`src/rtl/dspalu_map.svh`:
```
// Constants for the signal processor arithmetic datapath
`ifndef DSPALU_MAP_SVH
`define DSPALU_MAP_SVH
`define DSPALU_ACC_RESET    32'h0000_0000
`define DSPALU_PROD_RESET   32'h0000_0000
`define DSPALU_LATCH_RESET  16'h0000
`define DSPALU_SXM_RESET    1'b1
`define DSPALU_SHIFT_MAX    5'h10
`define DSPALU_PSHIFT_NONE  2'h0
`define DSPALU_PSHIFT_L1    2'h1
`define DSPALU_PSHIFT_L4    2'h2
`define DSPALU_PSHIFT_R6    2'h3
`endif

```
`src/rtl/dspalu_pkg.sv`:
```
// Types for the signal processor arithmetic datapath
package dspalu_pkg;
  typedef enum logic [3:0] {
    DSPALU_OP_NOP    = 4'h0,
    DSPALU_OP_LOAD   = 4'h1,
    DSPALU_OP_ADD    = 4'h2,
    DSPALU_OP_SUB    = 4'h3,
    DSPALU_OP_AND    = 4'h4,
    DSPALU_OP_OR     = 4'h5,
    DSPALU_OP_XOR    = 4'h6,
    DSPALU_OP_NORM   = 4'h7,
    DSPALU_OP_MAC    = 4'h8,
    DSPALU_OP_STHI   = 4'h9,
    DSPALU_OP_STLO   = 4'ha,
    DSPALU_OP_BIT    = 4'hb,
    DSPALU_OP_LDLAT  = 4'hc,
    DSPALU_OP_MPY    = 4'hd,
    DSPALU_OP_PMOVE  = 4'he,
    DSPALU_OP_BRACC  = 4'hf
  } dspalu_op_t;

  typedef enum logic [1:0] {
    DSPALU_ST_IDLE = 2'b00,
    DSPALU_ST_EXEC = 2'b01
  } dspalu_state_t;

  typedef struct packed {
    logic        valid;
    dspalu_op_t  op;
    logic [4:0]  shift;
    logic        use_prod;
    logic        mul_signed;
    logic [3:0]  bit_sel;
    logic [2:0]  store_shift;
  } dspalu_cmd_t;

  typedef struct packed {
    logic        valid;
    logic [15:0] data;
  } dspalu_word_t;
endpackage

```
`src/rtl/dspalu_scaler.sv`:
```
// Input scaling shifter: 16-bit bus word to 32-bit ALU operand
`timescale 1ns/1ps
`include "dspalu_map.svh"
module dspalu_scaler (
  input  wire logic [15:0] data_i,
  input  wire logic [4:0]  shift_i,
  input  wire logic        sign_extend_select_i,
  output logic      [31:0] result_o
);
  wire [31:0] widened;
  wire [4:0]  amount;
  assign widened  = {{16{sign_extend_select_i & data_i[15]}}, data_i};
  assign amount   = (shift_i > `DSPALU_SHIFT_MAX) ? `DSPALU_SHIFT_MAX : shift_i;
  assign result_o = widened << amount;
endmodule // dspalu_scaler

```
`src/rtl/dspalu_core.sv`:
```
// Arithmetic datapath: ALU, accumulator, multiplier, shifters
//
// Overview of operation
// - 32-bit ALU and accumulator, single-cycle ops
// - ALU operands: accumulator plus product or scaler
// - ALU result written back into accumulator
// - Accumulator stored as upper and lower halves
// - Store path shifts; accumulator left untouched
// - Branch target taken from accumulator
// - Normalize accumulator by removing sign bits
// - Test selected memory bit for branching
// - Scaler widens 16-bit bus word to 32
// - Scaler left shift 0 to 16 from instruction
// - Vacated low bits of scaler fill zero
// - Scaler upper bits follow sign-extend select
// - 16x16 multiply, signed or unsigned, one cycle
// - Operand latch holds one multiplier input
// - Product register captures result, feeds ALU
// - Multiply-accumulate takes program and data words
// - Four product shift modes before ALU
// - Program words movable into data space
`timescale 1ns/1ps
`include "dspalu_map.svh"
module dspalu_core (
  input  wire logic                 clk_i,
  input  wire logic                 reset_i,
  input  wire dspalu_pkg::dspalu_cmd_t  cmd_i,
  input  wire dspalu_pkg::dspalu_word_t data_bus_i,
  input  wire dspalu_pkg::dspalu_word_t prog_bus_i,
  input  wire logic                 sign_extend_select_i,
  input  wire logic [1:0]           prod_shift_mode_i,
  output dspalu_pkg::dspalu_word_t  data_bus_o,
  output logic      [15:0]          branch_target_o,
  output logic                      branch_take_o,
  output logic                      bit_test_o,
  output logic      [31:0]          accumulator_o,
  output logic      [31:0]          product_holding_register_o,
  output logic      [15:0]          multiplier_operand_latch_o,
  output logic                      busy_o
);
  import dspalu_pkg::*;

  logic [31:0]   acc_reg;
  logic [31:0]   acc_next;
  logic [31:0]   prod_reg;
  logic [31:0]   prod_next;
  logic [15:0]   latch_reg;
  logic [15:0]   latch_next;
  dspalu_word_t  dout_reg;
  dspalu_word_t  dout_next;
  logic [15:0]   target_reg;
  logic          branch_reg;
  logic          bit_reg;
  logic          bit_next;
  dspalu_state_t state_reg;

  wire        go;
  wire [31:0] scaled;
  wire [31:0] prod_shifted;
  wire [31:0] operand_b;
  wire [31:0] sum;
  wire [31:0] diff;
  wire [16:0] mul_a;
  wire [16:0] mul_b;
  wire [33:0] mul_full;
  wire [15:0] mul_src;
  wire [31:0] norm_shift;
  wire        norm_needed;
  wire [31:0] store_word;
  wire        is_mul;
  wire        is_mac;
  wire        writes_acc;
  wire        is_store;

  assign go = cmd_i.valid;

  dspalu_scaler u_scaler (
    .data_i               (data_bus_i.data),
    .shift_i              (cmd_i.shift),
    .sign_extend_select_i (sign_extend_select_i),
    .result_o             (scaled)
  );

  // Product shift modes: 0 none, 1 left 1, 2 left 4, 3 right 6 arithmetic
  assign prod_shifted = (prod_shift_mode_i == `DSPALU_PSHIFT_L1) ? (prod_reg << 1) :
                        (prod_shift_mode_i == `DSPALU_PSHIFT_L4) ? (prod_reg << 4) :
                        (prod_shift_mode_i == `DSPALU_PSHIFT_R6) ?
                          32'($signed(prod_reg) >>> 6) : prod_reg;

  assign operand_b = (cmd_i.use_prod || cmd_i.op == DSPALU_OP_MAC) ? prod_shifted : scaled;
  assign sum       = acc_reg + operand_b;
  assign diff      = acc_reg - operand_b;

  // MAC multiplies the program-bus word by the data-bus word in one step
  assign is_mac  = (cmd_i.op == DSPALU_OP_MAC);
  assign is_mul  = (cmd_i.op == DSPALU_OP_MPY) || is_mac;
  assign mul_src = is_mac ? prog_bus_i.data : latch_reg;
  assign mul_a   = {cmd_i.mul_signed & mul_src[15], mul_src};
  assign mul_b   = {cmd_i.mul_signed & data_bus_i.data[15], data_bus_i.data};
  // Widen both operands first so the product keeps all 34 bits whatever the tool
  assign mul_full = {{17{mul_a[16]}}, mul_a} * {{17{mul_b[16]}}, mul_b};

  // Normalize one step: shift left once if the two top bits agree and the accumulator is not zero
  assign norm_needed = (acc_reg[31] == acc_reg[30]) && (acc_reg != 32'h0000_0000);
  assign norm_shift  = norm_needed ? (acc_reg << 1) : acc_reg;

  assign writes_acc = go && (cmd_i.op inside {DSPALU_OP_LOAD, DSPALU_OP_ADD, DSPALU_OP_SUB,
                      DSPALU_OP_AND, DSPALU_OP_OR, DSPALU_OP_XOR, DSPALU_OP_NORM, DSPALU_OP_MAC});
  assign is_store   = go && (cmd_i.op == DSPALU_OP_STHI || cmd_i.op == DSPALU_OP_STLO);
  assign store_word = acc_reg << cmd_i.store_shift;

  always_comb begin
    acc_next = acc_reg;
    if (writes_acc) begin
      case (cmd_i.op)
        DSPALU_OP_LOAD: acc_next = operand_b;
        DSPALU_OP_ADD:  acc_next = sum;
        DSPALU_OP_SUB:  acc_next = diff;
        DSPALU_OP_AND:  acc_next = acc_reg & operand_b;
        DSPALU_OP_OR:   acc_next = acc_reg | operand_b;
        DSPALU_OP_XOR:  acc_next = acc_reg ^ operand_b;
        DSPALU_OP_NORM: acc_next = norm_shift;
        DSPALU_OP_MAC:  acc_next = sum;
        default:        acc_next = acc_reg;
      endcase
    end
  end

  assign prod_next  = (go && is_mul) ? mul_full[31:0] : prod_reg;
  assign latch_next = (go && cmd_i.op == DSPALU_OP_LDLAT) ? data_bus_i.data : latch_reg;
  assign bit_next   = (go && cmd_i.op == DSPALU_OP_BIT) ?
                      data_bus_i.data[4'hf - cmd_i.bit_sel] : bit_reg;

  always_comb begin
    dout_next = '0;
    if (is_store) begin
      dout_next.valid = 1'b1;
      dout_next.data  = (cmd_i.op == DSPALU_OP_STHI) ? store_word[31:16]
                                                     : store_word[15:0];
    end else if (go && cmd_i.op == DSPALU_OP_PMOVE) begin
      dout_next.valid = prog_bus_i.valid;
      dout_next.data  = prog_bus_i.data;
    end
  end

  always_ff @(posedge clk_i) begin
    if (reset_i) begin
      acc_reg    <= `DSPALU_ACC_RESET;
      prod_reg   <= `DSPALU_PROD_RESET;
      latch_reg  <= `DSPALU_LATCH_RESET;
      dout_reg   <= '0;
      bit_reg    <= 1'b0;
      target_reg <= 16'h0000;
      branch_reg <= 1'b0;
      state_reg  <= DSPALU_ST_IDLE;
    end else begin
      acc_reg    <= acc_next;
      prod_reg   <= prod_next;
      latch_reg  <= latch_next;
      dout_reg   <= dout_next;
      bit_reg    <= bit_next;
      branch_reg <= go && (cmd_i.op == DSPALU_OP_BRACC);
      if (go && cmd_i.op == DSPALU_OP_BRACC) begin
        target_reg <= acc_reg[15:0];
      end
      case (state_reg)
        DSPALU_ST_IDLE: state_reg <= go ? DSPALU_ST_EXEC : DSPALU_ST_IDLE;
        DSPALU_ST_EXEC: state_reg <= go ? DSPALU_ST_EXEC : DSPALU_ST_IDLE;
        default:        state_reg <= DSPALU_ST_IDLE;
      endcase
    end
  end

  assign data_bus_o                 = dout_reg;
  assign branch_target_o            = target_reg;
  assign branch_take_o              = branch_reg;
  assign bit_test_o                 = bit_reg;
  assign accumulator_o              = acc_reg;
  assign product_holding_register_o = prod_reg;
  assign multiplier_operand_latch_o = latch_reg;
  assign busy_o                     = (state_reg == DSPALU_ST_EXEC);
endmodule // dspalu_core

```
`config.mk`:
```
export PLATFORM = sky130hd
export DESIGN_NAME = dspalu_core
export DESIGN_NICKNAME = d
export VERILOG_FILES = /design/src/rtl/dspalu_pkg.sv /design/src/rtl/dspalu_scaler.sv /design/src/rtl/dspalu_core.sv
export VERILOG_INCLUDE_DIRS = /design/src /design/src/rtl
export SDC_FILE = /design/constraint.sdc
export NUM_CORES = 1
export LEC_CHECK = 0
export BUFFER_PORTS_ARGS = -buffer_cell sky130_fd_sc_hd__buf_4
export CORE_MARGIN = 10
export CORE_UTILIZATION = 30
export DETAILED_ROUTE_END_ITERATION = 7
export SYNTH_ARGS = -nofsm -noshare
export SYNTH_HDL_FRONTEND = slang
export SYNTH_HIERARCHICAL = 1
export SYNTH_SLANG_ARGS = --single-unit
export TNS_END_PERCENT = 10
```
`constraint.sdc`:
```
create_clock -name clk_i -period 7.04 [get_ports clk_i]
set_input_delay 0 -clock clk_i [delete_from_list [all_inputs] [get_ports clk_i]]
set_output_delay 0 -clock clk_i [all_outputs]
set_load 0.1 [all_outputs]
```
Word level (Yosys, flattened, before mapping) --
Cells that the tools add are included.
Storage, ports and cells: input bits 58, word-level logic and storage cells 78, output and inout bits 116, register bits 117
Operators by class: equal/unequal tests 21, $mul 1, order comparisons 2, add/sub/neg operators 3, multiplexer cells 14, reduce and logical (&&, ||, !) cells 19, bitwise gates (word level) 7, shift operators 2
Operators with widths (count):
- one-hot mux 32 bit (7 select lines) | 1
- 2-to-1 mux 32 bit | 4
- 2-to-1 mux 17 bit | 2
- adder 32 bit | 1
- bitwise AND 32 bit | 1
- equality test 4 bit (second input constant) | 8
- multiplier 17 x 17 -> 32 bit | 1
- 2-to-1 mux 16 bit | 2
- bitwise OR 32 bit | 1
- nonzero test 32 bit | 1
- << shifter 32 x 3 -> 32 bit | 1
- << shifter 32 x 5 -> 32 bit | 1
- subtractor 32 bit | 1
- bitwise XOR 32 bit | 1
- 2-to-1 mux 31 bit | 1
- equality test 4 x 3 -> 1 bit (second input constant) | 4
- equality test 4 x 2 -> 1 bit (second input constant) | 2
- logical AND 1 bit | 8
- nonzero test 8 bit | 1
- nonzero test 7 bit | 1
- OR reduction 2 bit | 3
- greater-than comparator 5 bit (second input constant) | 1
- < comparator 4 x 5 -> 1 bit (second input constant) | 1
- 2-to-1 mux 5 bit | 1
- other kinds (13) | 20

Depth between registers and ports, before layout --
Gate-level depths: netlist of run 1.
word-level depth 7, depth in mapped cells 29, mapped depth without buffers 27

Hierarchy --
The synthesis of run 1 kept the hierarchy.
By module, submodules not included:
- dspalu_core | sequential area each 2322.2 sq um, area an instance 21438.1 sq um, instances 1, cells an instance 2574
- dspalu_scaler | sequential area each 0.0 sq um, area an instance 1174.9 sq um, instances 1, cells an instance 184

Least setup slack after synthesis of run 1 --
No wires, ideal clock.
kind flip-flop to flip-flop, start register latch_reg[11] (netlist: multiplier_operand_latch_o[11]), end register prod_reg[30] (netlist: product_holding_register_o[30]), cell stages (with the launch flop) 25, path slack 0.057 ns, data required time 6.915 ns, arrival time 6.858 ns, buffers on the path 2, library setup time 0.125 ns, period minus slack after synthesis 6.983 ns, cells stage by stage dfxtp_1 > nand2_1 > nand2_1 > clkbuf_1 > nand2_1 > fa_1 > fa_1 > fa_1 > inv_1 > fa_1 > fa_1 > inv_1 > fa_1 > inv_1 > ha_1 > clkbuf_1 > a21o_1 > a21o_1 > a221o_1 > nor2b_1 > a21o_1 > o41a_1 > a31oi_1 > xor2_1 > o21ai_0
On the way: longest elaborated chain between the ends 2
Ends and longest elaborated chain:
- start: declaration | line dspalu_core.sv:47 | logic [15:0] latch_reg;
- start signal: assignment | line dspalu_core.sv:150 | latch_reg <= `DSPALU_LATCH_RESET;
- start signal: assignment | line dspalu_core.sv:159 | latch_reg <= latch_next;
- 2-to-1 mux 16 bit | line dspalu_core.sv:97 | assign mul_src = is_mac ? prog_bus_i.data : latch_reg;
- multiplier 17 x 17 -> 32 bit | line dspalu_core.sv:101 | assign mul_full = {{17{mul_a[16]}}, mul_a} * {{17{mul_b[16]}}, mul_b};
- end signal: assignment | line dspalu_core.sv:149 | prod_reg <= `DSPALU_PROD_RESET;
- end signal: assignment | line dspalu_core.sv:158 | prod_reg <= prod_next;
- end: declaration | line dspalu_core.sv:45 | logic [31:0] prod_reg;
No other way between the ends. A chain may end at the register's enable or synchronous reset.

Worst setup path after layout of run 1 --
start register latch_reg[15] (netlist: multiplier_operand_latch_o[15]), end register prod_reg[31] (netlist: product_holding_register_o[31])
On the way: longest elaborated chain between the ends 3
Ends and longest elaborated chain:
- 2-to-1 mux 16 bit (*) | line dspalu_core.sv:97
- bitwise AND 1 bit | line dspalu_core.sv:98 | assign mul_a = {cmd_i.mul_signed & mul_src[15], mul_src};
- multiplier 17 x 17 -> 32 bit (*) | line dspalu_core.sv:101
Mark *: on every way between the ends. The rest lies on a longest branch, timed or not.

==> impl_results.md, run 1 <==
* Outcome: finished clean
* Yosys top cell by area: fa_1
* Largest net degree at the start of global routing at 63
* Synth Cell Area at between 20000 and 25000 µm²
* RSZ-0062 raised after global routing: false
* Data required time at the worst endpoint at ~7400 ps
* FFs w/ async S/R, synth at 0%
* First-pass DRT Iterations at 6
* Rel. slew slack at roughly 25%
* First-pass GRT wire length at 125 mm
* Vias in the first global route at 20300
* H-Tree Depth at 4
* Top post-synthesis cells by area: fa_1, dfxtp_1, ha_1
* Final nets at 3419
* GR Overflow Total at 0
* Max Cap Viol at 0
* Initial DRC Count at about 2000
* Final period util at between 90% and 100%
* Maximum vdd drop at 0.127 mV
* Syn avg cell area at 8.20 µm²
* Count leader, synth: inv_1
* Clk slew on worst S/H paths at ~60 ps
* Chip height at 295 µm
* Slew Limit Fails at 0
* HP Class: input port to register
* Synthesized flop and latch total at 116
* Ratio of cells with drive above 1 in the final layout at 12.3%
* Worst skew pair latency at 480 ps
* Crit path max fanout at 8
* Synthesized Nets at between 3000 and 4000
* FMAX at 0.150 GHz
* Ports at 174
* Initial antenna violation count at 2
* Num CTS Buffers at 17
* Yosys warns at 6
* Setup TNS at 0 ps
* Post-DP HPWL at 62.9 mm
* Sink Count at 116
* GP Congestion at approximately 0.95
* Die width at 295 µm
* Post-route minimum period at 6690 ps
* Layout area overhead at 14.8%
* Post-synth EDFFs at 0
* Least-Margin Pin Slew at 1120 ps
* Fin util at 34.8%
* Sequential fraction of the synthesis area at 10.3%
* Vias at 20500
* CTS Root Cell: clkbuf_16
* Pleak at 12.1 nW
* Most frequent cells after synthesis: inv_1, nand2_1, fa_1
* Critical path arrival at 7080 ps
* Layout fillers at 7828
* CTS tree: built
* Final hold vios at 0
* Final setup viols at 0
* Crit path launch type: register
* Diodes inserted at 0
* Post-synthesis cell type count at 80
* Longest Clk Path Bufs at 2
* DRT antenna net count at 0
* Critical path type: register to register
* Post-Syn Instances at 2758
* Register area at 2320 µm²
* Number of remaining DRC errors at 0
* Post-CTS Resized at 0
* Gr usage total at 18.7%
* Primary FF master, synth: dfxtp_1
* FP Rows at 100
* Starting Density at a little under a third
* Worst Clk Skew at 13.4 ps
* Worst Setup End Kind: register
* Routed WL per cell at approximately 21 µm
* Power Density at roughly 130 nW/µm²
* Core area at around 75000 µm²
* Via-to-Cell Ratio at 5.29
* DRT Wirelength at ~81 mm
* PortBufs at approximately 170
* Die ar. at about 87000 µm²
* Multi-input gate area at 18100 µm²
* Post-synth top area share at 25.1%
-- per-stage QoR --
stage / setup WS (ps) / hold slack, ps / instance area [µm²] / cells / power [mW]
2_1_floorplan: 56.5 / 128 / 22600 / 2758 / 1.97
3_3_place_gp: 123 / 252 / 25000 / 3815 / 2.46
3_5_place_dp: 139 / 251 / 25000 / 3815 / 2.46
4_1_cts: 361 / 1.33 / 26000 / 3882 / 3.42
5_1_grt: 4.45 / 39.8 / 26000 / 3882 / 3.64
6_report: 352 / 26.8 / 26000 / 3882 / 3.42
-- metal layers --
metal,GRT usage [%],part of all wire (%)
met5,0,0.043
met1,26.5,46
met3,5.84,10
met4,3.41,1.2
met2,27.5,42
-- cell families after synthesis --
logic type      after synthesis  share of synthesized area (%)
flops                       116                           10.3
fa+ha+maj                   461                           34.9
compound gates              554                           16.1
buf+inv                     560                           9.66
mux                         125                           8.08
xor+xnor                     87                           3.37
simple gates                855                           17.7
-- path summary, 6_finish.rpt --
path / from / to / slack [ps] / cells past startpoint
setup / recovery: multiplier_operand_latch_o[15] / product_holding_register_o[31] / 350 / 21
hold / removal: cmd_i[2] / data_bus_o[7] / 30 / 3
setup reg to reg: multiplier_operand_latch_o[15] / product_holding_register_o[31] / 350 / 21
hold reg to reg: branch_target_o[2] / branch_target_o[2] / 450 / 2
-- placed cells by master (no fill, tap or decap), types with 44 or more instances in the layout --
master and n:
mux2i_1 64, o21ai_0 94, xnor2_1 69, a21oi_1 164
nor2_1 166, fa_1 283, inv_1 406, a22oi_1 44
buf_4 242, nand2_1 377, mux4_2 44, ha_1 178
dfxtp_1 116, and2_1 145
-- power by group --
part | internal, mW | total [mW] | switching, mW
Combinational | 0.633 | 1.74 | 1.11
Clock | 0.539 | 0.927 | 0.389
Sequential | 0.680 | 0.754 | 0.0735
Total | 1.85 | 3.42 | 1.57
-- critical path, cell delays in order, from the launching register on --
cell,delay (ps)
dfxtp_1,350
mux2_2,260
and2_1,360
nand2_1,200
fa_1,770
fa_1,470
inv_1,90
fa_1,460
fa_1,510
fa_1,490
inv_1,50
fa_1,470
inv_1,40
ha_1,340
a21o_1,200
a21o_1,170
a221oi_1,370
a2bb2oi_1,220
o21a_1,170
a21oi_1,120
a211o_1,310
a211oi_1,180
-- timing repair --
| action | CTS | global route |
|---|---|---|
| hold buffers | 35 | 0 |
| setup buffers | 0 | 0 |
| endpoints found under the hold margin | 35 | 0 |
-- cell type report --
class	count	area share (%)
Inverter	406	5.87
Tap cell	969	4.67
Clock buffer	18	1.69
Clock inverter	14	0.641
Timing Repair Buffer	277	8.35
Multi-Input combinational cell	2082	69.8
Sequential cell	116	8.94
No activity file was read; power rests on OpenSTA's default activity.
==> inputs of run 2 (changes only) <==
--- a/config.mk
+++ b/config.mk
@@ -6,10 +6,10 @@
 export SDC_FILE = /design/constraint.sdc
 export NUM_CORES = 1
 export LEC_CHECK = 0
-export BUFFER_PORTS_ARGS = -buffer_cell sky130_fd_sc_hd__buf_4
-export CORE_MARGIN = 10
+export CORE_MARGIN = 2
 export CORE_UTILIZATION = 30
 export DETAILED_ROUTE_END_ITERATION = 7
+export DONT_BUFFER_PORTS = 1
 export SYNTH_ARGS = -nofsm -noshare
 export SYNTH_HDL_FRONTEND = slang
 export SYNTH_HIERARCHICAL = 1
==> impl_results.md, run 2 (same netlist as run 1, synthesis figures left out) <==
* Sink Count at 116 (unchanged)
* Clk slew on worst S/H paths at 60 ps (about the same)
* CTS tree: built
* Post-DP HPWL at 61.7 mm (-2.0%)
* Critical path arrival at 6950 ps (-130 ps)
* GP Congestion at 0.949 (-0.14%)
* Chip height at 279 µm (-5.4%)
* Via-to-Cell Ratio at 5.42 (+2.5%)
* Crit path max fanout at 8 (unchanged)
* Worst skew pair latency at 480 ps (about the same)
* Ratio of cells with drive above 1 in the final layout at 8.82% (-3.5 points)
* FMAX at 0.152 GHz (+1.6%)
* Final setup viols at 0 (unchanged)
* Gr usage total at 21.1% (+2.5 points)
* Number of remaining DRC errors at 0 (unchanged)
* RSZ-0062 raised after global routing: false
* Routed WL per cell at 21.5 µm (+3.3%)
* DRT antenna net count at 0 (unchanged)
* Most common cell after layout, fill and taps aside: inv_1
* Number of setup buffers added after CTS at 0 (unchanged)
* HP Class: input port to register
* Power Density at 132 nW/µm² (+0.18%)
* Num CTS Buffers at 17 (unchanged)
* Setup TNS at 0 ps (unchanged)
* Hold Slack at 49.6 ps (+22.8 ps)
* Ports at 174 (unchanged)
* Die width at 279 µm (-5.4%)
* Initial DRC Count at 1732 (-12%)
* Maximum vdd drop at 0.183 mV (+44%)
* CTS Root Cell: clkbuf_16
* Critical path type: register to register
* Slew Limit Fails at 0 (unchanged)
* H-Tree Depth at 4 (unchanged)
* DP Cell Count at 3703 (-2.9%)
* First-pass GRT wire length at 125 mm (about the same)
* Longest Clk Path Bufs at 2 (unchanged)
* GR Overflow Total at 0 (unchanged)
* First-pass DRT Iterations at 8 (+2)
* Vias in the first global route at 20500 (+0.54%)
* Worst Clk Skew at 12.0 ps (-1.45 ps)
* Core area at 74600 µm² (unchanged)
* Final hold vios at 0 (unchanged)
* Leading cell types in the layout, fill and taps excluded: inv_1, nand2_1, fa_1, ha_1, nor2_1
* Post-route minimum period at 6580 ps (-103 ps)
* FP Rows at 100 (unchanged)
* Initial antenna violation count at 2 (unchanged)
* Least-Margin Pin Slew at 1230 ps (+113 ps)
* Pleak at 11.6 nW (-3.9%)
* Starting Density at 30.3% (unchanged)
* Worst-case reg-to-reg path depth at 24 (+14%)
* PortBufs at 0 (-100%)
* Crit path launch type: register
* Non-filler instance count after layout at 3793 (-2.3%)
* Worst Setup End Kind: register
* Layout fillers at 7791 (-0.47%)
* Vias at 20500 (+0.14%)
* Largest net degree at the start of global routing at 119 (+89%)
* DRT Wirelength at 81.4 mm (+0.96%)
* Max Cap Viol at 0 (unchanged)
* Outcome: finished clean
* Final period util at 93.5% (-1.5 points)
* Die ar. at 77600 µm² (-11%)
* Final nets at 3329 (-2.6%)
* Hold depth at 4 (+1)
* Rel. slew slack at 17.9% (-7.3 points)
* Data required time at the worst endpoint at 7410 ps (-20 ps)
* Layout area overhead at 12.3%
-- run 2: cell count changes in the layout (fill, tap and decap cells not counted), sizes merged --
cell | previous run | this run
diode | 0 | 1
inv | 412 | 416
dlygate4sd3 | 35 | 56
buf | 242 | 131
bufinv | 2 | 3
clkinv | 5 | 1
clkbuf | 18 | 17
-- run 2: area by class of cell --
type                    count  area (µm²)  area share [%]
clock inverters            15         206           0.813
clock buffers              17         425            1.68
flip-flops and latches    116        2320            9.14
repair buffers            187        1560            6.16
well taps                 969        1210            4.77
diodes                      1        2.50         0.00985
multi-input cells        2082       18100            71.4
inverters                 406        1520            6.00
-- run 2: critical path, stage by stage (launching register included) --
cell     delay (ps)
dfxtp_1         310
mux2_2          350
and2_1          300
nand2_1         220
inv_1            80
fa_1            480
inv_1            60
fa_1            490
fa_1            520
inv_1            50
fa_1            440
fa_1            520
inv_1            50
fa_1            470
inv_1            40
ha_1            360
a21o_1          200
a21o_1          180
a21oi_1         220
o21ai_0         130
a21o_1          200
o41a_1          340
a31oi_1         210
xor2_1          160
o21ai_0          90
-- run 2: worst paths after layout --
kind,startpoint,endpoint,slack [ps]
setup / recovery,multiplier_operand_latch_o[15],product_holding_register_o[30],460
hold / removal,cmd_i[15],bit_test_o,50
setup reg to reg,multiplier_operand_latch_o[15],product_holding_register_o[30],460
hold reg to reg,product_holding_register_o[3],product_holding_register_o[3],500
-- run 2: power by group --
part           switching, mW  total [mW]  internal [mW]
registers             0.0324       0.712          0.680
clock network          0.412       0.985          0.573
logic                   1.05        1.65          0.602
total                   1.50        3.35           1.85
-- run 2: what timing repair did --
item,CTS,global route
gates resized for setup,0,1
endpoints found under the hold margin,116,0
endpoints found under the setup margin,0,2
hold buffers,57,0
-- run 2: layer usage --
| metal | global-route usage, % | vias to the layer above | part of all wire (%) |
|---|---|---|---|
| li1 | - | 9285 | - |
| met1 | 28.7 | 10300 | 43 |
| met3 | 8.03 | 109 | 12 |
| met4 | 5.36 | 0 | 2.2 |
| met2 | 31.4 | 898 | 42 |
| met5 | 0 | - | 0 |
-- run 2: metrics by stage --
step	worst slack (ps)	area [µm²]	util, %	total power [mW]
2_1_floorplan	56.5	22600	-	1.97
3_3_place_gp	257	24200	32.4	2.31
4_1_cts	398	25400	34.0	3.34
5_1_grt	58.9	25400	34.1	3.56
3_5_place_dp	188	24200	32.4	2.31
6_report	456	25400	34.1	3.35
==> inputs of run 3 (changes only) <==
--- a/config.mk
+++ b/config.mk
@@ -10,6 +10,7 @@
 export CORE_UTILIZATION = 30
 export DETAILED_ROUTE_END_ITERATION = 7
 export DONT_BUFFER_PORTS = 1
+export RECOVER_POWER = 100
 export SYNTH_ARGS = -nofsm -noshare
 export SYNTH_HDL_FRONTEND = slang
 export SYNTH_HIERARCHICAL = 1
==> impl_results.md, run 3 (same netlist as run 1, synthesis figures left out) <==
* Via-to-Cell Ratio at 5.40 (-0.24%)
* Crit path launch type: register
* GP Congestion at 0.949 (unchanged)
* Clk slew on worst S/H paths at 60 ps (about the same)
* Final hold vios at 0 (unchanged)
* Vias at 20500 (-0.24%)
* Layout area overhead at 11.0%
* Power Density at 133 nW/µm² (+0.78%)
* Initial DRC Count at 1979 (+14%)
* Final setup margin at 394 ps (-62.2 ps)
* Failing checks: max-capacitance violations, max-slew violations
* Clock Power Share at 29.5% (about the same)
* Setup TNS at 0 ps (unchanged)
* Final nets at 3329 (unchanged)
* Sink Count at 116 (unchanged)
* Gr usage total at 21.1% (unchanged)
* Routed WL per cell at 21.5 µm (about the same)
* First-pass DRT Iterations at 6 (-2)
* Crit path max fanout at 14 (+6)
* Chip height at 279 µm (unchanged)
* PortBufs at 0 (unchanged)
* Least-Margin Pin Slew at 2050 ps (+823 ps)
* Multi-input gate area at 18100 µm² (unchanged)
* Die ar. at 77600 µm² (unchanged)
* Num CTS Buffers at 17 (unchanged)
* Data required time at the worst endpoint at 7400 ps (about the same)
* Maximum vdd drop at 0.182 mV (-0.83%)
* Final period util at 94.4% (+0.88 points)
* Final setup viols at 0 (unchanged)
* HP Class: input port to register
* Max Cap Viol at 49 (+49)
* Sw Share at 44.9% (+0.22 points)
* Sw Pwr at 1.50 mW (about the same)
* Worst Setup End Kind: register
* GR Overflow Total at 0 (unchanged)
* Core area at 74600 µm² (unchanged)
* DRT Wirelength at 81.4 mm (about the same)
* FP Rows at 100 (unchanged)
* Layout fillers at 7864 (+0.94%)
* Leading cell types in the layout, fill and taps excluded: inv_1, nand2_1, fa_1, ha_1, nor2_1
* Starting Density at 30.3% (unchanged)
* Outcome: finished, violations left
* Worst slack, placed at 188 ps (unchanged)
* Worst Clk Skew at 10.9 ps (-1.12 ps)
* Pleak at 11.3 nW (-2.9%)
* Sequential power share at 21.3% (about the same)
* Largest net degree at the start of global routing at 119 (unchanged)
* Fin util at 33.7% (-0.40 points)
* Internal power at 1.84 mW (-0.81%)
* FMAX at 0.150 GHz (-0.94%)
* Post-DP HPWL at 61.7 mm (unchanged)
* Worst skew pair latency at 480 ps (about the same)
* DRT antenna net count at 0 (unchanged)
* Most common cell after layout, fill and taps aside: inv_1
* Fin area at 25100 µm² (-1.2%)
* Initial antenna violation count at 1 (-1)
* Ports at 174 (unchanged)
* H-Tree Depth at 4 (unchanged)
* Die width at 279 µm (unchanged)
* RSZ-0062 raised after global routing: false
* DP Area at 24200 µm² (unchanged)
* Number of remaining DRC errors at 0 (unchanged)
* Critical path type: register to register
* Post-route minimum period at 6650 ps (+62.2 ps)
* Register area at 2320 µm² (unchanged)
* Critical path arrival at 7010 ps (+60 ps)
* Longest Clk Path Bufs at 2 (unchanged)
* Ratio of cells with drive above 1 in the final layout at 6.02% (-2.8 points)
* Combinational power share at 49.2% (-0.2 points)
* First-pass GRT wire length at 125 mm (unchanged)
* Slew Limit Fails at 393 (+393)
* Vias in the first global route at 20500 (unchanged)
* CTS Root Cell: clkbuf_16
* Rel. slew slack at -37.0% (-55 points)
* CTS tree: built
* Number of setup buffers added after CTS at 0 (unchanged)
## run 3: changes by cell type in the layout (fill, tap and decap cells not counted)
cell / previous run / this run
buf_4: 130 / 51
clkbuf_1: 0 / 79
and2_0: 1 / 3
and2_1: 145 / 143
## run 3: path summary, 6_finish.rpt
check	from	to	slack, ps	cells after the start
worst max-delay path	multiplier_operand_latch_o[0]	product_holding_register_o[30]	390	25
worst min-delay path	cmd_i[15]	bit_test_o	60	4
worst max register to register	multiplier_operand_latch_o[0]	product_holding_register_o[30]	390	25
worst min register to register	product_holding_register_o[3]	product_holding_register_o[3]	500	2
## run 3: cell type report
class | instances | area share, %
inverter | 406 | 6.07
antenna | 1 | 0.00997
multi-input combinational | 2082 | 72.3
tap | 969 | 4.83
clock inverter | 15 | 0.823
clock buffer | 17 | 1.70
timing repair buffer | 187 | 5.05
sequential | 116 | 9.25
## run 3: what timing repair did
item | CTS | global route
hold buffers | 57 | 0
endpoints found under the hold margin | 116 | 0
setup endpoints to repair | 0 | 2
resized for setup | 0 | 1
## run 3: critical path: stages (launching register included)
cell,delay (ps)
dfxtp_1,320
nand2_1,50
nand2_1,290
clkbuf_1,760
nand2_1,170
fa_1,410
inv_1,80
ha_1,160
inv_1,50
fa_1,460
fa_1,540
inv_1,50
fa_1,480
inv_1,50
fa_1,470
inv_1,40
ha_1,210
a21o_1,160
a21o_1,190
a221o_1,350
nor2b_1,140
a21o_1,210
o41a_1,420
a31oi_1,210
xor2_1,150
o21ai_0,90
## run 3: power by group through the flow
stage	sequential [mW]	clock (mW)	combinational, mW
2_1_floorplan	0.896	0	1.07
3_3_place_gp	0.726	0	1.58
3_5_place_dp	0.727	0	1.59
4_1_cts	0.712	0.995	1.64
5_1_grt	0.714	1.03	1.80
6_report	0.712	0.985	1.64
## run 3: routing by layer
layer  wire length [µm]  vias up  GRT usage (%)
li1                   -     9283              -
met1              35500    10200           28.7
met2              34200      883           31.4
met3               9980      109           8.03
met4               1710        0           5.36
met5                  0        -              0
## run 3: stage by stage
| stage | hold slack, ps | instances | power [mW] |
|---|---|---|---|
| 6_report | 56.5 | 3793 | 3.34 |
| 3_3_place_gp | 112 | 3703 | 2.31 |
| 5_1_grt | 51.4 | 3792 | 3.54 |
| 4_1_cts | 25.2 | 3792 | 3.34 |
| 2_1_floorplan | 128 | 2758 | 1.97 |
| 3_5_place_dp | 115 | 3703 | 2.31 |
